===== config.mk =====
export PLATFORM = sky130hd
export DESIGN_NAME = iommu_ctrl_enable_update
export DESIGN_NICKNAME = d
export VERILOG_FILES = /design/src/ctrl_update_pkg.sv /design/src/iommu_ctrl_enable_update.sv
export VERILOG_INCLUDE_DIRS = /design/src
export SDC_FILE = /design/constraint.sdc
export NUM_CORES = 1
export LEC_CHECK = 0
export ABC_AREA = 1
export BUFFER_PORTS_ARGS = -buffer_cell sky130_fd_sc_hd__buf_4
export CORE_ASPECT_RATIO = 0.8
export CORE_MARGIN = 5
export CORE_UTILIZATION = 31
export CTS_BUF_LIST = sky130_fd_sc_hd__clkbuf_8
export DETAILED_ROUTE_END_ITERATION = 10
export PLACE_DENSITY_LB_ADDON = 0.2
export REMOVE_ABC_BUFFERS = 1
export SKIP_CTS_REPAIR_TIMING = 1
export SLEW_MARGIN = 20
export SYNTH_ARGS = -nofsm -noshare
export SYNTH_HDL_FRONTEND = slang
export SYNTH_SLANG_ARGS = --single-unit

===== constraint.sdc =====
create_clock -name clk_sys_i -period 1.7 [get_ports clk_sys_i]
set_input_delay 0.34 -clock clk_sys_i [delete_from_list [all_inputs] [get_ports clk_sys_i]]
set_output_delay 0.34 -clock clk_sys_i [all_outputs]
set_load 0.01 [all_outputs]

===== src/ctrl_update_cfg.svh =====
// Purpose: Offsets, field positions, reset values and counts of the control register bank
// Assumes: 32-bit register port, byte offsets on word boundaries
// Notes: Definitions only
`ifndef CTRL_UPDATE_CFG_SVH
`define CTRL_UPDATE_CFG_SVH
// ==========================================================
// Register offsets
`define OFS_CONTROL 12'h020
`define OFS_CONTROL_ACK 12'h024
// ==========================================================
// Field positions
`define BIT_TRANS_EN 0
`define BIT_PRQ_EN 1
`define BIT_EVQ_EN 2
`define BIT_CMDQ_EN 3
`define BIT_ATS_CHK 4
`define LSB_VMW 6
`define MSB_VMW 8
// ==========================================================
// Reset values
`define RST_CONTROL 32'h0000_0000
`define RST_VMW 3'h0
// ==========================================================
// Timing
`define SETTLE_NS 40
`define CLK_NS 10
`define SETTLE_CYC ((`SETTLE_NS + `CLK_NS - 1) / `CLK_NS)
`endif


===== src/ctrl_update_pkg.sv =====
// Purpose: Types of the control register bank
// Assumes: Constants live in ctrl_update_cfg.svh
// Notes: One-hot states of the per-field update engine
package ctrl_update_pkg;
    // ==========================================================
    // Per-field update state
    typedef enum logic [2:0] {
        FLD_IDLE = 3'h1, // Field settled
        FLD_DRAIN = 3'h2, // Waiting for side-effects
        FLD_DONE = 3'h4 // Acknowledge taken over
    } fld_state_type;
endpackage


===== src/iommu_ctrl_enable_update.sv =====
// Purpose: Control register with per-field acknowledge twin of an I/O translation unit
// Assumes: Single clock; register port is a simple read/write strobe port
// Notes: Each field runs its own update engine; drains come from the datapath
//
// Operation
// - Command-queue enable bit3 gates command processing
// - Event-queue enable bit2 gates event writes
// - Page-request enable bit1, reserved without support
// - Translation enable bit0: bypass or check
// - Control register read/write at offset 0x20
// - Every field has independent acknowledge twin
// - Update finishes in bounded time, side-effects first
// - Old value used until update, except cmdq/evq/prq disables act at once; reads immediate
// - Rewrite during update taken at completion, or cancels
// - Wildcard update waits for invalidations drained
// - ATS check update waits for new handling
// - Command disable ack waits fetch/read stop
// - Consume commands when enabled, non-empty, errorless
// - Event disable ack waits records, abort flag
// - Effective page-request enable qualified by translation
// - Page-request disable ack waits committed records
// - Translation clear forces page requests dropped
`include "ctrl_update_cfg.svh"
`timescale 1ns/1ns
`default_nettype none
module iommu_ctrl_enable_update
    import ctrl_update_pkg::*;
#(
    parameter bit PRQ_SUPPORTED = 1'b1, // Page-request support present
    parameter int SETTLE_CYCLES = `SETTLE_CYC // Least settle time per update
) (
    // Clock and reset
    input wire logic clk_sys_i,
    input wire logic srst_i,
    // Register port
    input wire logic reg_wr_i,
    input wire logic reg_rd_i,
    input wire logic [11:0] reg_addr_i,
    input wire logic [31:0] reg_wdata_i,
    output logic [31:0] reg_rdata_o,
    output logic reg_err_o,
    // Datapath drain status
    input wire logic cmdq_idle_i,
    input wire logic evq_idle_i,
    input wire logic prq_idle_i,
    input wire logic tlbi_idle_i,
    input wire logic cfg_idle_i,
    input wire logic cmdq_nonempty_i,
    input wire logic cmdq_error_i,
    // Effective enables to the datapath
    output logic cmdq_fetch_en_o,
    output logic evq_write_en_o,
    output logic prq_write_en_o,
    output logic prq_drop_o,
    output logic translate_en_o,
    output logic bypass_o,
    output logic ats_check_o,
    output logic [2:0] vmid_wildcard_o
);
    // ==========================================================
    // Field indexes: 0 trans, 1 prq, 2 evq, 3 cmdq, 4 ats, 5 vmw
    localparam int NF = 6;
    localparam logic [3:0] SETTLE = 4'(SETTLE_CYCLES);

    logic [31:0] control; // Value software wrote
    logic [2:0] ack_vmw; // Acknowledged wildcard
    logic [NF-2:0] ack_bit; // Acknowledged one-bit fields
    logic [2:0] eff_vmw; // Value in use
    logic [NF-2:0] eff_bit; // Values in use
    fld_state_type state [NF]; // Engine per field
    logic [3:0] cnt [NF]; // Settle counter per field
    logic [NF-1:0] drained; // Side-effects finished per field

    // Decode
    wire hit_ctl = reg_addr_i == `OFS_CONTROL;
    wire hit_ack = reg_addr_i == `OFS_CONTROL_ACK;
    wire wr_ctl = reg_wr_i && hit_ctl;
    wire [31:0] wmask = {23'h0, 3'h7, 1'h0, 1'h1, 2'h3, PRQ_SUPPORTED, 1'h1};
    wire [31:0] ack_word = {23'h0, ack_vmw, 1'h0, ack_bit[4], ack_bit[3:0]};

    // Per-field drain conditions
    assign drained[0] = prq_idle_i && cfg_idle_i;
    assign drained[1] = prq_idle_i;
    assign drained[2] = evq_idle_i;
    assign drained[3] = cmdq_idle_i;
    assign drained[4] = cfg_idle_i;
    assign drained[5] = tlbi_idle_i;

    // Field value pickers
    function automatic logic [2:0] fld_get(input logic [31:0] w, input int f);
        if (f == 5) begin
            fld_get = w[`MSB_VMW:`LSB_VMW];
        end else if (f == 4) begin
            fld_get = {2'h0, w[`BIT_ATS_CHK]};
        end else begin
            fld_get = {2'h0, w[f]};
        end
    endfunction

    // ==========================================================
    // Control register; reads return written value at once
    always_ff @(posedge clk_sys_i) begin
        if (srst_i) begin
            control <= `RST_CONTROL;
        end else if (wr_ctl) begin
            control <= reg_wdata_i & wmask;
        end
    end

    // Read mux, registered data
    always_ff @(posedge clk_sys_i) begin
        if (srst_i) begin
            reg_rdata_o <= 32'h0;
            reg_err_o <= 1'b0;
        end else begin
            reg_rdata_o <= !reg_rd_i ? 32'h0 : hit_ctl ? control : hit_ack ? ack_word : 32'h0;
            reg_err_o <= (reg_rd_i && !hit_ctl && !hit_ack) || (reg_wr_i && !hit_ctl);
        end
    end

    // ==========================================================
    // Independent update engines
    for (genvar f = 0; f < NF; f++) begin : g_fld
        wire [2:0] want = fld_get(control, f);
        // Index folded so the wildcard engine never names a missing one-bit twin
        wire [2:0] ackv = (f == 5) ? ack_vmw : {2'h0, ack_bit[(f == 5) ? 0 : f]};
        // Engine keeps only state and settle count; old value held in eff_bit/eff_vmw while draining
        always_ff @(posedge clk_sys_i) begin
            if (srst_i) begin
                state[f] <= FLD_IDLE;
                cnt[f] <= 4'h0;
            end else begin
                unique case (state[f])
                    FLD_IDLE: begin
                        if (want != ackv) begin
                            state[f] <= FLD_DRAIN;
                            cnt[f] <= 4'h0;
                        end
                    end
                    FLD_DRAIN: begin
                        if (want == ackv) begin
                            state[f] <= FLD_IDLE;
                        end else if (cnt[f] >= SETTLE && drained[f]) begin
                            state[f] <= FLD_DONE;
                        end else if (cnt[f] < SETTLE) begin
                            cnt[f] <= cnt[f] + 4'h1;
                        end
                    end
                    FLD_DONE: begin
                        state[f] <= FLD_IDLE;
                    end
                endcase
            end
        end
    end

    // ==========================================================
    // Effective values switch when leaving drain, ack a cycle later
    always_ff @(posedge clk_sys_i) begin
        if (srst_i) begin
            eff_bit <= 5'h0;
            eff_vmw <= `RST_VMW;
            ack_bit <= 5'h0;
            ack_vmw <= `RST_VMW;
        end else begin
            for (int f = 0; f < NF - 1; f++) begin
                if (state[f] == FLD_DRAIN && cnt[f] >= SETTLE && drained[f] && control[f == 4 ? 4 : f] != ack_bit[f]) begin
                    eff_bit[f] <= control[f == 4 ? 4 : f];
                end
                if (state[f] == FLD_DONE) begin
                    ack_bit[f] <= eff_bit[f];
                end
            end
            if (state[5] == FLD_DRAIN && cnt[5] >= SETTLE && drained[5] && control[8:6] != ack_vmw) begin
                eff_vmw <= control[`MSB_VMW:`LSB_VMW];
            end
            if (state[5] == FLD_DONE) begin
                ack_vmw <= eff_vmw;
            end
        end
    end

    // ==========================================================
    // Effective enables; fetch stops at once on a disable write
    assign translate_en_o = eff_bit[0];
    assign bypass_o = !eff_bit[0];
    assign cmdq_fetch_en_o = eff_bit[3] && control[`BIT_CMDQ_EN] && cmdq_nonempty_i && !cmdq_error_i;
    assign evq_write_en_o = eff_bit[2] && control[`BIT_EVQ_EN];
    assign prq_write_en_o = eff_bit[1] && eff_bit[0] && control[`BIT_PRQ_EN] && control[`BIT_TRANS_EN];
    assign prq_drop_o = !prq_write_en_o;
    assign ats_check_o = eff_bit[4];
    assign vmid_wildcard_o = eff_vmw;
endmodule // iommu_ctrl_enable_update
`default_nettype wire


==> metrics.csv <==
metric;value;unit
skew final;8.57;ps
syn avg cell area;8.35;um^2
H-tree depth;3;
status;finished, final reports clean;
DRC viols;0;
Final ANT Viol Nets;0;
Tot GR Track Use;0.112;
final slew viol count;0;
CTS root buf;clkbuf_8;
fin nets;589;
GP Congestion;0.763;
Hold WS;318;ps
Hold WC Path Type;primary input to register;
f_max;651;MHz
Post-synth EDFFs;42;
main area contributors after synthesis;edfxtp_1 (33%), dfxtp_1 (17%), nand2_1 (7.4%), nor2_1 (7.4%), inv_1 (5.3%);
CP startpoint kind;register;
CTS clk-pin slew, worst paths;70;ps
WL/cell;11.1;um
Distinct cells, synth;37;
CTS Buf Count;9;
post-synthesis async set-or-reset flop share;0;
via count;2955;
Crit. End Element;register;
share of the synthesized area in the top cell type;0.327;
power density over the cells;730;mW/mm^2
Setup CP Type;register to register;
area of the multi-input gates;0.00156;mm^2
Syn Inst Count;462;
# IOs;98;
Die ar.;0.0148;mm^2
CP required;1750;ps
Cell Area, Synth;0.00386;mm^2
FF/Latch Area;0.00192;mm^2
IO Port Bufs;49;
sequential area share after synthesis;0.498;
Yosys top cell by area;edfxtp_1;
height of the die;110;um
Static Leak;2.03;nW
# rows;36;
Detailed Route WL;7800;um
Avg Vias per Cell;4.20;
RSZ-0062 raised after global routing;false;
Initial Util;0.316;
count of final hold-check violations;0;
CTS tree;built;
Synth Flop Type;edfxtp_1;
max incr delay on CP;400;ps
Antenna diodes;0;
first-pass GRT wire length;13200;um
Pre-Repair DR Iteration Count;4;
largest net degree at the start of global routing;19;
Worst VDD drop;0.000293;V
#FFs+latches synth;75;
proportion of layout cells with a drive suffix above 1;0.193;
final setup fails;0;
initial antenna violation count;0;
DP Wirelength;5960;um
Final Critical Period;1540;ps
Area growth syn-to-layout;17.6;%
Max-cap violations;0;
Cell Chain, Critical Path;clkinv_1 > nand3_1 > nor2_2 > nand3_1 > nand3_1;
Iter 0 DRT Violations;152;
final cycle utilization of the critical path;0.904;
global route overflow;0;
fillers;1265;
Max clock buf depth;2;
highest net fanout along the worst path;7;
clock sinks;75;
Worst path slowest cell;edfxtp_1;
Setup TNS;0;ps
vias in the first global route;2871;
synth warn;0;
Top cell by count, worst path;nand3_1;
Post-synth top cells;nand2_1 (76), nor2_1 (76), inv_1 (55), edfxtp_1 (42), nand3_1 (34);
clk_lat worst skew;350;ps
Die W;135;um
Placeable Area;0.0122;mm^2
Data arrival, critical path;1590;ps
[cell families (layout without fill, tap and decap cells)]
kind of cell             after synthesis  after routing  synth area share
AND/OR/NAND/NOR                      237            237             0.288
AO/OA/AOI/OAI                         36             36            0.0489
XOR/XNOR                               8              8            0.0182
buffers and inverters                 99            141             0.126
other                                  1             30          0.000972
flip-flops                            75             75             0.498
adder cells (fa/ha/maj)                6              6            0.0194
[worst max-delay path, delay by kind of cell (launching register included)]
kind / cells / cell delay [ps]
AND/OR/NAND/NOR: 4 / 760
buffers and inverters: 1 / 80
flip-flops: 1 / 400
[flip-flops by register name, indices dropped and copies added (netlist names)]
signal	count
ack_bit	5
ack_vmw	3
cnt	24
control	8
eff_bit	5
reg_err_o	1
reg_rdata_o	8
state	18
vmid_wildcard_o	3
[report_power, final]
| part | internal [W] | total (W) | leakage, nW | switching, W |
|---|---|---|---|---|
| Sequential | 0.00195 | 0.00196 | 0.675 | 0.0000179 |
| Clock | 0.000499 | 0.00112 | 0.0893 | 0.000620 |
| Combinational | 0.0000903 | 0.000233 | 1.27 | 0.000143 |
| Total | 0.00253 | 0.00332 | 2.03 | 0.000781 |
[layout make-up]
| type | instances | share of cell area |
|---|---|---|
| Clock buffer | 9 | 0.0273 |
| Sequential cell | 75 | 0.423 |
| Inverter | 66 | 0.0546 |
| Clock inverter | 7 | 0.00661 |
| Multi-Input combinational cell | 317 | 0.344 |
| Tap cell | 171 | 0.0471 |
| Timing Repair Buffer | 59 | 0.0975 |
[worst paths after layout]
kind,slack (ps),endpoint,cells past startpoint,start
setup / recovery,160,state[5][2]$_SDFFCE_PP0P_,5,state[5][2]$_SDFFCE_PP0P_
hold / removal,320,reg_err_o$_SDFF_PP0_,3,reg_rd_i
hold reg to reg,480,ack_vmw[2]$_SDFFE_PP0N_,2,ack_vmw[2]$_SDFFE_PP0N_
setup reg to reg,160,state[5][2]$_SDFFCE_PP0P_,5,state[5][2]$_SDFFCE_PP0P_
[cells in the final DEF, fill, tap and decap left out, types with 7 or more instances in the layout]
cell,n
edfxtp_1,42
nand4_1,11
buf_4,59
inv_2,10
inv_1,59
conb_1,30
dfxtp_1,33
nor2_2,10
nand2_1,76
o21ai_0,8
a21oi_1,21
nand3_1,34
clkbuf_8,9
nor2_1,76
xnor2_1,7
nor3_1,12
[per-stage QoR]
step / cells / total power [W] / cell area [um^2] / worst slack (ps) / utilization
after floorplan: 458 / 0.00212 / 3730 / 343 / -
after global placement: 688 / 0.00223 / 4390 / 165 / 0.359
after detailed placement: 688 / 0.00224 / 4390 / 157 / 0.359
after CTS: 704 / 0.00337 / 4540 / 169 / 0.372
after global routing: 704 / 0.00349 / 4540 / 39.9 / 0.372
final: 704 / 0.00332 / 4540 / 164 / 0.372
[layer usage]
metal / global-route usage / vias to the layer above / wire length [um]
met2: 0.180 / 58 / 3480
li1: - / 1566 / -
met4: 0.0371 / 0 / 86
met1: 0.145 / 1323 / 3870
met3: 0.0352 / 8 / 363
met5: 0 / - / 0
(Power assumes the default switching activity.)
